## src/hw/slb_consts.vh

```
// Purpose: shared constants of the status LED blink indicator
// Assumes: 20 MHz system clock
// Notes:   times are kept in their own unit; cycle counts derive from them
`ifndef SLB_CONSTS_VH
`define SLB_CONSTS_VH

// system clock
`define SLB_CLK_KHZ        20000
`define SLB_CLK_HZ         20000000

// blink half periods in milliseconds (on time equals off time)
`define SLB_T_VSLOW_MS     1000
`define SLB_T_SLOW_MS      500
`define SLB_T_MED_MS       250
`define SLB_T_FAST_MS      100

// network line rate and manchester half bit
`define SLB_NET_BPS        78000
`define SLB_NET_HALF_CYC   (`SLB_CLK_HZ / (2 * `SLB_NET_BPS))
`define SLB_NET_BITS       8

// register offsets (byte addresses)
`define SLB_REG_COND       8'h00
`define SLB_REG_STAT       8'h04
`define SLB_REG_TXDATA     8'h08

// condition register bit positions
`define SLB_COND_NOT_RUN   0
`define SLB_COND_NORMAL    1
`define SLB_COND_ALARM     2
`define SLB_COND_DOWNLOAD  3
`define SLB_COND_CFG_LOST  4
`define SLB_COND_FW_LOAD   5
`define SLB_COND_MANUAL    6
`define SLB_COND_W         7
`define SLB_COND_RESET     7'h00

// status register fields
`define SLB_STAT_PAT_LSB   0
`define SLB_STAT_PAT_MSB   2
`define SLB_STAT_LED       3
`define SLB_STAT_TX_BUSY   4

// pattern codes
`define SLB_PAT_OFF        3'h0
`define SLB_PAT_STEADY     3'h1
`define SLB_PAT_VSLOW      3'h2
`define SLB_PAT_SLOW       3'h3
`define SLB_PAT_MED        3'h4
`define SLB_PAT_FAST       3'h5

`endif

```

## src/hw/slb_blink_timer.v

```verilog
// Purpose: 50% duty phase generator for the status LED
// Assumes: half_cyc is at least 1 and held while no restart is given
// Notes:   restart puts the phase into the lit half, count from zero
`timescale 1ns/1ns
`default_nettype none

module slb_blink_timer #(
  parameter CW = 25
) (
  input  wire          clk,
  input  wire          rst_n,
  input  wire          restart,
  input  wire [CW-1:0] half_cyc,
  output reg           phase_q
);

  reg [CW-1:0] count_q;

  always @(posedge clk or negedge rst_n)
  begin
    if (!rst_n)
    begin
      count_q <= {CW{1'b0}};
      phase_q <= 1'b1;
    end
    else if (restart)
    begin
      count_q <= {CW{1'b0}};
      phase_q <= 1'b1;
    end
    else if (count_q == half_cyc - {{(CW-1){1'b0}}, 1'b1})
    begin
      count_q <= {CW{1'b0}};
      phase_q <= ~phase_q;
    end
    else
    begin
      count_q <= count_q + {{(CW-1){1'b0}}, 1'b1};
    end
  end

endmodule // slb_blink_timer

`default_nettype wire

```

## src/hw/slb_status_led.v

```verilog
// Purpose: picks a blink pattern for the front-panel status LED and sends
//          manchester coded bytes on the network line
// Assumes: condition inputs and register strobes are synchronous to CLOCK
// Notes:   conditions from pins and from the condition register are ORed
//
// Contract
// - not running gives steady lit LED
// - normal operation blinks 1 s on, 1 s off
// - alarm, download, lost config blink 0.5 s
// - firmware loading blinks 0.25 s on/off
// - manual mode blinks 0.10 s on/off
// - network sends manchester data at 78 kbit/s
`timescale 1ns/1ns
`default_nettype none
`include "slb_consts.vh"

module slb_status_led #(
  parameter CW        = 25,
  parameter VSLOW_CYC = `SLB_T_VSLOW_MS * `SLB_CLK_KHZ,
  parameter SLOW_CYC  = `SLB_T_SLOW_MS * `SLB_CLK_KHZ,
  parameter MED_CYC   = `SLB_T_MED_MS * `SLB_CLK_KHZ,
  parameter FAST_CYC  = `SLB_T_FAST_MS * `SLB_CLK_KHZ
) (
  input  wire        CLOCK,
  input  wire        RSTN,
  input  wire        COND_NOT_RUNNING,
  input  wire        COND_NORMAL,
  input  wire        COND_ALARM,
  input  wire        COND_DOWNLOAD,
  input  wire        COND_CFG_LOST,
  input  wire        COND_FW_LOADING,
  input  wire        COND_MANUAL,
  input  wire [7:0]  REG_ADDR,
  input  wire [31:0] REG_WDATA,
  input  wire        REG_WR,
  input  wire        REG_RD,
  output reg  [31:0] REG_RDATA,
  output reg         STATUS_LED,
  output reg         NET_TX_DO,
  output reg         NET_TX_OE
);

  localparam [CW-1:0] VSLOW_HALF = VSLOW_CYC[CW-1:0];
  localparam [CW-1:0] SLOW_HALF  = SLOW_CYC[CW-1:0];
  localparam [CW-1:0] MED_HALF   = MED_CYC[CW-1:0];
  localparam [CW-1:0] FAST_HALF  = FAST_CYC[CW-1:0];

  localparam integer  NET_HALF_I = `SLB_NET_HALF_CYC;
  localparam [7:0]    NET_HALF   = NET_HALF_I[7:0];
  localparam [2:0]    NET_LAST   = 3'h7;

  localparam TX_IDLE = 1'b0;
  localparam TX_SEND = 1'b1;

  reg  [`SLB_COND_W-1:0] cond_q;
  wire [`SLB_COND_W-1:0] cond_all;
  reg  [2:0]             pat_d;
  reg  [2:0]             pat_q;
  reg  [CW-1:0]          half_sel;
  wire                   phase;
  reg                    led_d;

  reg                    tx_state_q;
  reg  [7:0]             tx_shift_q;
  reg  [2:0]             tx_bit_q;
  reg                    tx_second_q;
  reg  [7:0]             tx_cnt_q;
  wire                   tx_start;
  wire                   half_done;

  assign cond_all = cond_q | {COND_MANUAL, COND_FW_LOADING, COND_CFG_LOST,
                              COND_DOWNLOAD, COND_ALARM, COND_NORMAL,
                              COND_NOT_RUNNING};

  // fixed priority so that only one pattern ever shows
  always @*
  begin
    if (cond_all[`SLB_COND_NOT_RUN])
      pat_d = `SLB_PAT_STEADY;
    else if (cond_all[`SLB_COND_FW_LOAD])
      pat_d = `SLB_PAT_MED;
    else if (cond_all[`SLB_COND_MANUAL])
      pat_d = `SLB_PAT_FAST;
    else if (cond_all[`SLB_COND_ALARM] | cond_all[`SLB_COND_DOWNLOAD] |
             cond_all[`SLB_COND_CFG_LOST])
      pat_d = `SLB_PAT_SLOW;
    else if (cond_all[`SLB_COND_NORMAL])
      pat_d = `SLB_PAT_VSLOW;
    else
      pat_d = `SLB_PAT_OFF;
  end

  always @*
  begin
    case (pat_q)
      `SLB_PAT_VSLOW: half_sel = VSLOW_HALF;
      `SLB_PAT_SLOW:  half_sel = SLOW_HALF;
      `SLB_PAT_MED:   half_sel = MED_HALF;
      `SLB_PAT_FAST:  half_sel = FAST_HALF;
      default:        half_sel = FAST_HALF;
    endcase
  end

  // a pattern change restarts the timer so each blinking pattern begins with a full lit half
  slb_blink_timer #(
    .CW (CW)
  ) u_timer (
    .clk      (CLOCK),
    .rst_n    (RSTN),
    .restart  (pat_d != pat_q),
    .half_cyc (half_sel),
    .phase_q  (phase)
  );

  always @*
  begin
    case (pat_q)
      `SLB_PAT_OFF:    led_d = 1'b0;
      `SLB_PAT_STEADY: led_d = 1'b1;
      default:         led_d = phase;
    endcase
  end

  always @(posedge CLOCK or negedge RSTN)
  begin
    if (!RSTN)
    begin
      pat_q      <= `SLB_PAT_OFF;
      STATUS_LED <= 1'b0;
    end
    else
    begin
      pat_q      <= pat_d;
      STATUS_LED <= led_d;
    end
  end

  // register port
  assign tx_start = REG_WR && (REG_ADDR == `SLB_REG_TXDATA) && (tx_state_q == TX_IDLE);

  always @(posedge CLOCK or negedge RSTN)
  begin
    if (!RSTN)
    begin
      cond_q    <= `SLB_COND_RESET;
      REG_RDATA <= 32'h00000000;
    end
    else
    begin
      if (REG_WR && (REG_ADDR == `SLB_REG_COND))
        cond_q <= REG_WDATA[`SLB_COND_W-1:0];
      REG_RDATA <= 32'h00000000;
      if (REG_RD)
      begin
        case (REG_ADDR)
          `SLB_REG_COND:
            REG_RDATA <= {{(32-`SLB_COND_W){1'b0}}, cond_q};
          `SLB_REG_STAT:
            REG_RDATA <= {27'h0, (tx_state_q == TX_SEND), STATUS_LED, pat_q};
          default:
            REG_RDATA <= 32'h00000000;
        endcase
      end
    end
  end

  // manchester transmitter, msb first; first half carries the inverted bit,
  // second half the bit, so every bit has a mid-cell transition
  assign half_done = (tx_cnt_q == NET_HALF - 8'h01);

  always @(posedge CLOCK or negedge RSTN)
  begin
    if (!RSTN)
    begin
      tx_state_q  <= TX_IDLE;
      tx_shift_q  <= 8'h00;
      tx_bit_q    <= 3'h0;
      tx_second_q <= 1'b0;
      tx_cnt_q    <= 8'h00;
      NET_TX_DO   <= 1'b0;
      NET_TX_OE   <= 1'b0;
    end
    else
    begin
      case (tx_state_q)
        TX_IDLE:
        begin
          NET_TX_OE <= 1'b0;
          NET_TX_DO <= 1'b0;
          if (tx_start)
          begin
            tx_state_q  <= TX_SEND;
            tx_shift_q  <= REG_WDATA[7:0];
            tx_bit_q    <= 3'h0;
            tx_second_q <= 1'b0;
            tx_cnt_q    <= 8'h00;
            NET_TX_OE   <= 1'b1;
            NET_TX_DO   <= ~REG_WDATA[7];
          end
        end
        TX_SEND:
        begin
          if (!half_done)
            tx_cnt_q <= tx_cnt_q + 8'h01;
          else
          begin
            tx_cnt_q <= 8'h00;
            if (!tx_second_q)
            begin
              tx_second_q <= 1'b1;
              NET_TX_DO   <= tx_shift_q[7];
            end
            else if (tx_bit_q == NET_LAST)
            begin
              tx_state_q <= TX_IDLE;
              NET_TX_OE  <= 1'b0;
              NET_TX_DO  <= 1'b0;
            end
            else
            begin
              tx_second_q <= 1'b0;
              tx_bit_q    <= tx_bit_q + 3'h1;
              tx_shift_q  <= {tx_shift_q[6:0], 1'b0};
              NET_TX_DO   <= ~tx_shift_q[6];
            end
          end
        end
        default:
          tx_state_q <= TX_IDLE;
      endcase
    end
  end

endmodule // slb_status_led

`default_nettype wire

```

## config.mk

```make
export PLATFORM = sky130hd
export DESIGN_NAME = slb_status_led
export DESIGN_NICKNAME = d
export VERILOG_FILES = /design/src/hw/slb_blink_timer.v /design/src/hw/slb_status_led.v
export VERILOG_INCLUDE_DIRS = /design/src /design/src/hw
export SDC_FILE = /design/constraint.sdc
export NUM_CORES = 1
export LEC_CHECK = 0
export ABC_AREA = 0
export BUFFER_PORTS_ARGS = -buffer_cell sky130_fd_sc_hd__buf_2
export CORE_MARGIN = 2
export CORE_UTILIZATION = 50
export DETAILED_ROUTE_END_ITERATION = 8
export PLACE_DENSITY = 0.75
export SYNTH_ARGS = -nofsm -noshare
export SYNTH_HDL_FRONTEND = slang
export SYNTH_SLANG_ARGS = --single-unit
```

## constraint.sdc

```tcl
create_clock -name CLOCK -period 2.92 [get_ports CLOCK]
set_clock_uncertainty 0.05 [all_clocks]
set_input_delay 0.146 -clock CLOCK [delete_from_list [all_inputs] [get_ports CLOCK]]
set_output_delay 0.146 -clock CLOCK [all_outputs]
set_load 0.05 [all_outputs]
```

**Word level (Yosys, flattened, before mapping)**

Index checks and enable logic that the tools add are counted.

- Bits in registers: 92
- Bits in latches: 0
- Memory bits (writable): 0
- Memory bits (read-only): 0
- Output and inout bits: 35
- Logic and storage cells: 93
- Memories: 0

- Add/subtract/negate cells: 4
- Multiply operators: 0
- Divide/modulo/power cells: 0
- Order comparisons: 0
- Equal/unequal tests: 15
- Shifts and indexed selects: 0
- Mux-type cells: 45
- Bitwise logic cells: 7
- Reduce and logical (&&, ||, !) cells: 9

Operators with widths:

| kind | number |
|---|---|
| 25-bit case mux with 3 select lines | 1 |
| 25-bit 2-to-1 mux | 2 |
| 8-bit 2-to-1 mux | 6 |
| 8-bit case mux with 2 select lines | 2 |
| 25-bit by 1-bit adder with 25-bit output, second input constant | 1 |
| 25-bit == test | 1 |
| 25-bit by 1-bit subtractor with 25-bit output, second input constant | 1 |
| 3-bit 2-to-1 mux | 7 |
| 1-bit 2-to-1 mux | 17 |
| 7-bit case mux with 2 select lines | 1 |
| 1-bit case mux with 2 select lines | 5 |
| 8-bit by 1-bit adder with 8-bit output, second input constant | 1 |
| 8-bit by 3-bit == test with 1-bit output, second input constant | 1 |
| 8-bit by 4-bit == test with 1-bit output, second input constant | 1 |
| 8-bit by 7-bit == test with 1-bit output, second input constant | 1 |
| 8-bit logical NOT | 1 |
| 7-bit 2-to-1 mux | 1 |
| 7-bit bitwise OR | 1 |
| 3-bit by 2-bit == test with 1-bit output, second input constant | 2 |
| 3-bit == test, second input constant | 2 |
| 2-bit by 1-bit != test with 1-bit output, second input constant | 3 |
| 3-bit case mux with 2 select lines | 1 |
| 2-bit 2-to-1 mux | 2 |
| 2-bit != test, second input constant | 2 |
| 11 further kinds | 17 |

**Logic depth before layout (Yosys ltp)**

- Depth in word-level cells: 9
- Mapped depth: 10

**By module**

From an unflattened synthesis, not the netlist that was laid out.

- Cells, all modules: 488
- Area total of the unflattened synthesis: 4465.5 um^2

Modules (own cells, without submodules):

| module | instances | cells each | area each (um^2) |
|---|---|---|---|
| slb_status_led | 1 | 226 | 2242.2 |
| slb_blink_timer | 1 | 262 | 2223.4 |

**Least setup slack after synthesis**

No wires, ideal clock.

- Path kind: register to register
- Start: reg pat_q[1]
- End: reg u_timer.count_q[20]
- Library setup time: 119 ps
- Data arrival time: 2439 ps
- Slack: 312 ps
- Stages on the path, launching flop included: 10
- Clock period less this slack: 2608 ps
- Cell sequence: dfrtp_1 > buf_2 > or2_2 > ha_1 > xor2_1 > or4_4 > a2111oi_4 > a31o_4 > buf_6 > nor2_1

- Longest elaborated chain between the ends: 6
- Elaborated cells on any way between the ends: 9
- Those cells by class: add/sub (1); eq/ne (5); mux (3)

RTL lines:

| element | RTL line | text |
|---|---|---|
| start, declared | slb_status_led.v:58 | `reg [2:0] pat_q;` |
| start signal, assigned | slb_status_led.v:128 | `` pat_q <= `SLB_PAT_OFF; `` |
| start signal, assigned | slb_status_led.v:133 | `pat_q <= pat_d;` |
| 3-bit == test / 3-bit by 2-bit == test with 1-bit output (equally long branches) | slb_status_led.v:95 | `case (pat_q)` |
| 25-bit case mux with 3 select lines | slb_status_led.v:95 |  |
| 25-bit by 1-bit subtractor with 25-bit output | slb_blink_timer.v:31 | `else if (count_q == half_cyc - {{(CW-1){1'b0}}, 1'b1})` |
| 25-bit == test | slb_blink_timer.v:31 |  |
| 25-bit 2-to-1 mux | slb_blink_timer.v:31 |  |
| 25-bit 2-to-1 mux (*) | slb_blink_timer.v:26 | `else if (restart)` |
| end signal, assigned | slb_blink_timer.v:28 | `count_q <= {CW{1'b0}};` |
| end signal, assigned | slb_blink_timer.v:33 | `count_q <= {CW{1'b0}};` |
| end signal, assigned | slb_blink_timer.v:38 | `count_q <= count_q + {{(CW-1){1'b0}}, 1'b1};` |
| end, declared | slb_blink_timer.v:17 | `reg [CW-1:0] count_q;` |

Every way passes the cells marked *; elsewhere a longest branch is shown, timed or not.
A chain may end at the register's enable or synchronous reset.

**Worst setup path in the final report**

- Start: reg pat_q[2]
- End: reg u_timer.count_q[15]

Same word-level chain as after synthesis.

==> impl_metrics.tcl <==
set metrics [dict create \
    clk_pin_slew_ps 80 \
    htree_levels 3 \
    dpl.cell_count 518 \
    fin_nets 490 \
    drt_iter0_drc 216 \
    drv_slew 0 \
    wl_met1_mm 3.54 \
    dieHeight_um 90.0 \
    p_leak_nw 1.86 \
    post-route-period-util_pct 93.0 \
    via_per_inst 5.43 \
    instances_no_fill 538 \
    yosysWarnings 0 \
    finalSetupViolations 0 \
    grt_pass1_wl_mm 12.8 \
    cts_setup_buffers 0 \
    fmax_mhz 368 \
    relSlewSlack_pct 44.5 \
    areaGrowthSynthToFinish_pct 11.8 \
    io_buffer_count 36 \
    r2r_slack_ps 200 \
    ys_ff_latch 67 \
    crit_chain "nand2b_1 -> or2_2 -> ha_1 -> xor2_1 -> or4_4 -> a2111oi_4 -> a31o_4 -> nor2_1" \
    period_minus_slack_ps 2720 \
    rows 31 \
    clk_latency_ps 350 \
    fin_ws_ps 204 \
    dpl_worst_slack_ps 145 \
    n_antenna_cell 0 \
    path_max_fanout 13 \
    hold_path_class "input port to register" \
    seq_area_frac_synth_pct 45.4 \
    synth_flop_cell "dfrtp_1" \
    fp.coreArea_um2 7210 \
    crit_path_end_kind "register" \
    pwr_density_cell_nw_per_um2 521 \
    drtPass1Iterations 5 \
    cp.arrival_ps 2890 \
    worst_path_max_delay_cell "a2111oi_4" \
    clockRootBuffer "clkbuf_8" \
    start_util_pct 51.2 \
    tns_ps 0 \
    wl_met3_um 435 \
    grt_pass1_vias 2796 \
    ir_worst_vdd_v 0.000279 \
    synth_cell_types 54 \
    drt-total-wl_mm 7.65 \
    status "completed" \
    die_w_um 90.0 \
    highest_layer "met4" \
    tightest_slew_ps 830 \
    grt_max_degree 32 \
    synth_edf_count 0 \
    maxCapViolations 0 \
    drive_above_1_share_pct 18.5 \
    antenna_found_initial 0 \
    synth-async-reset-ratio_pct 100 \
    numCtsBuffers 9 \
    postRouteAntennaNets 0 \
    syn_area_per_cell_um2 9.55 \
    syn_area_um2 3700 \
    ios 86 \
    path_class "register to register" \
    wl_met2_mm 3.55 \
    routedWlPerCell_um 14.2 \
    drc 0 \
    grt_use_total_pct 19.4 \
    grt_remaining_overflow 0 \
    cts.sinks 67 \
    cts_tree "yes" \
    clockBufferDepth 2 \
    hpwl_mm 5.36 \
    place.gp.congestion 0.846 \
    max_stage_delay_ps 470 \
    netlist_instances 387 \
    rsz0062_at_grt "no" \
    die_area_um2 8100 \
    worstPathRequired_ps 3090 \
    finalHoldViolCount 0 \
    cp-start-kind "register" \
    dr_total_vias 2921 \
]
critical path, delay by kind of cell, from the launching register on:
kind / cells / cell delay (ps)
AO/OA/AOI/OAI: 2 / 800
XOR/XNOR: 1 / 150
adder cells (fa/ha/maj): 1 / 210
flip-flops: 1 / 440
AND/OR/NAND/NOR: 4 / 910
layout make-up:
class                           instances  area (um^2)
Sequential cell                        67         1680
Multi-Input combinational cell        300         1840
Tap cell                               99          124
Clock buffer                            9          124
Fill cell                             629         3080
Clock inverter                          7         51.3
Timing Repair Buffer                   49          285
Inverter                                7         26.3
metal layers:
| metal | track usage, % | vias up |
|---|---|---|
| met5 | 0 | - |
| met1 | 26.6 | 1409 |
| li1 | - | 1396 |
| met2 | 30.6 | 103 |
| met4 | 7.56 | 0 |
| met3 | 3.94 | 13 |
kinds of logic after synthesis:
kind of cell,share of synthesized area [%]
simple gates,22.1
flops,45.4
compound gates,9.75
buf+inv,7.68
xor+xnor,7.58
mux,5.69
fa+ha+maj,1.69
other cells,0.101
power breakdown:
| part | internal, mW | switching [mW] |
|---|---|---|
| registers | 1.01 | 0.0872 |
| logic | 0.127 | 0.228 |
| clock network | 0.312 | 0.386 |
| total | 1.45 | 0.701 |
synthesized netlist by cell type, types with 2 or more instances:
cell type | instances | share of area, %
buf_6 | 2 | 0.61
and2_1 | 4 | 0.68
mux2_2 | 8 | 2.4
or2_2 | 2 | 0.34
nand4_1 | 6 | 1.0
o22ai_1 | 9 | 1.5
dfrtp_1 | 66 | 45
inv_1 | 7 | 0.71
buf_4 | 26 | 5.3
o32ai_1 | 2 | 0.47
and4_1 | 2 | 0.47
nand2b_1 | 6 | 1.0
clkbuf_1 | 7 | 0.71
o21ai_0 | 12 | 1.6
nor3_1 | 12 | 1.6
and3_1 | 5 | 0.85
nand3_1 | 18 | 2.4
nor4_1 | 7 | 1.2
ha_1 | 5 | 1.7
xnor2_1 | 14 | 3.3
nand2_1 | 33 | 3.4
nor2b_1 | 4 | 0.68
mux2i_1 | 12 | 3.2
nor4b_1 | 2 | 0.47
buf_2 | 2 | 0.27
o21a_1 | 2 | 0.41
nand3b_1 | 4 | 0.81
a21o_1 | 2 | 0.41
a21oi_1 | 10 | 1.4
xor2_1 | 18 | 4.3
a31oi_1 | 3 | 0.51
nor2_1 | 53 | 5.4
cell usage in the layout, fill, tap and decap left out, types with 5 or more instances in the layout:
cell / Yosys / routed
o22ai_1: 9 / 9
inv_1: 7 / 7
dfrtp_1: 66 / 65
ha_1: 5 / 5
nand2b_1: 6 / 6
buf_4: 26 / 10
nor4_1: 7 / 7
buf_2: 2 / 36
xor2_1: 18 / 18
nand4_1: 6 / 6
o21ai_0: 12 / 12
nand3_1: 18 / 18
mux2_2: 8 / 8
clkbuf_8: 0 / 9
xnor2_1: 14 / 14
a21oi_1: 10 / 10
and3_1: 5 / 5
nor3_1: 12 / 12
nand2_1: 33 / 33
nor2_1: 53 / 53
conb_1: 1 / 25
mux2i_1: 12 / 12
metrics by stage:
step / utilization, % / power (mW) / hold WS, ps / instance area [um^2]
final: 57.3 / 2.15 / 15.8 / 4130
after global routing: 57.3 / 2.26 / 10.2 / 4130
after CTS: 57.0 / 2.16 / 3.56 / 4110
after detailed placement: 54.2 / 1.46 / 75.1 / 3910
after global placement: 54.2 / 1.44 / 69.5 / 3910
after floorplan: - / 1.39 / -200 / 3790
path summary, 6_finish.rpt:
kind                                     from                   to  cells after the start
hold / removal                   REG_WDATA[6]            cond_q[6]                      2
hold reg to reg            u_timer.count_q[0]   u_timer.count_q[0]                      1
setup / recovery                     pat_q[2]  u_timer.count_q[15]                      8
min in group asynchronous                RSTN          tx_cnt_q[7]                      2
setup reg to reg                     pat_q[2]  u_timer.count_q[15]                      8
max in group asynchronous                RSTN      u_timer.phase_q                      3
flip-flops by register name, indices dropped and copies added, names as in the netlist:
register	flops
STATUS_LED	1
NET_TX_DO	1
cond_q	7
u_timer.count_q	25
u_timer.phase_q	1
REG_RDATA	7
tx_state_q	1
tx_second_q	1
pat_q	3
tx_cnt_q	8
tx_shift_q	8
NET_TX_OE	1
tx_bit_q	3
what timing repair did:
item / in CTS / in global routing
hold buffers: 3 / 0
endpoints found under the hold margin: 21 / 0
resized for setup: 0 / 2
endpoints found under the setup margin: 0 / 24
Note: power is estimated with default switching activity, not from simulation.
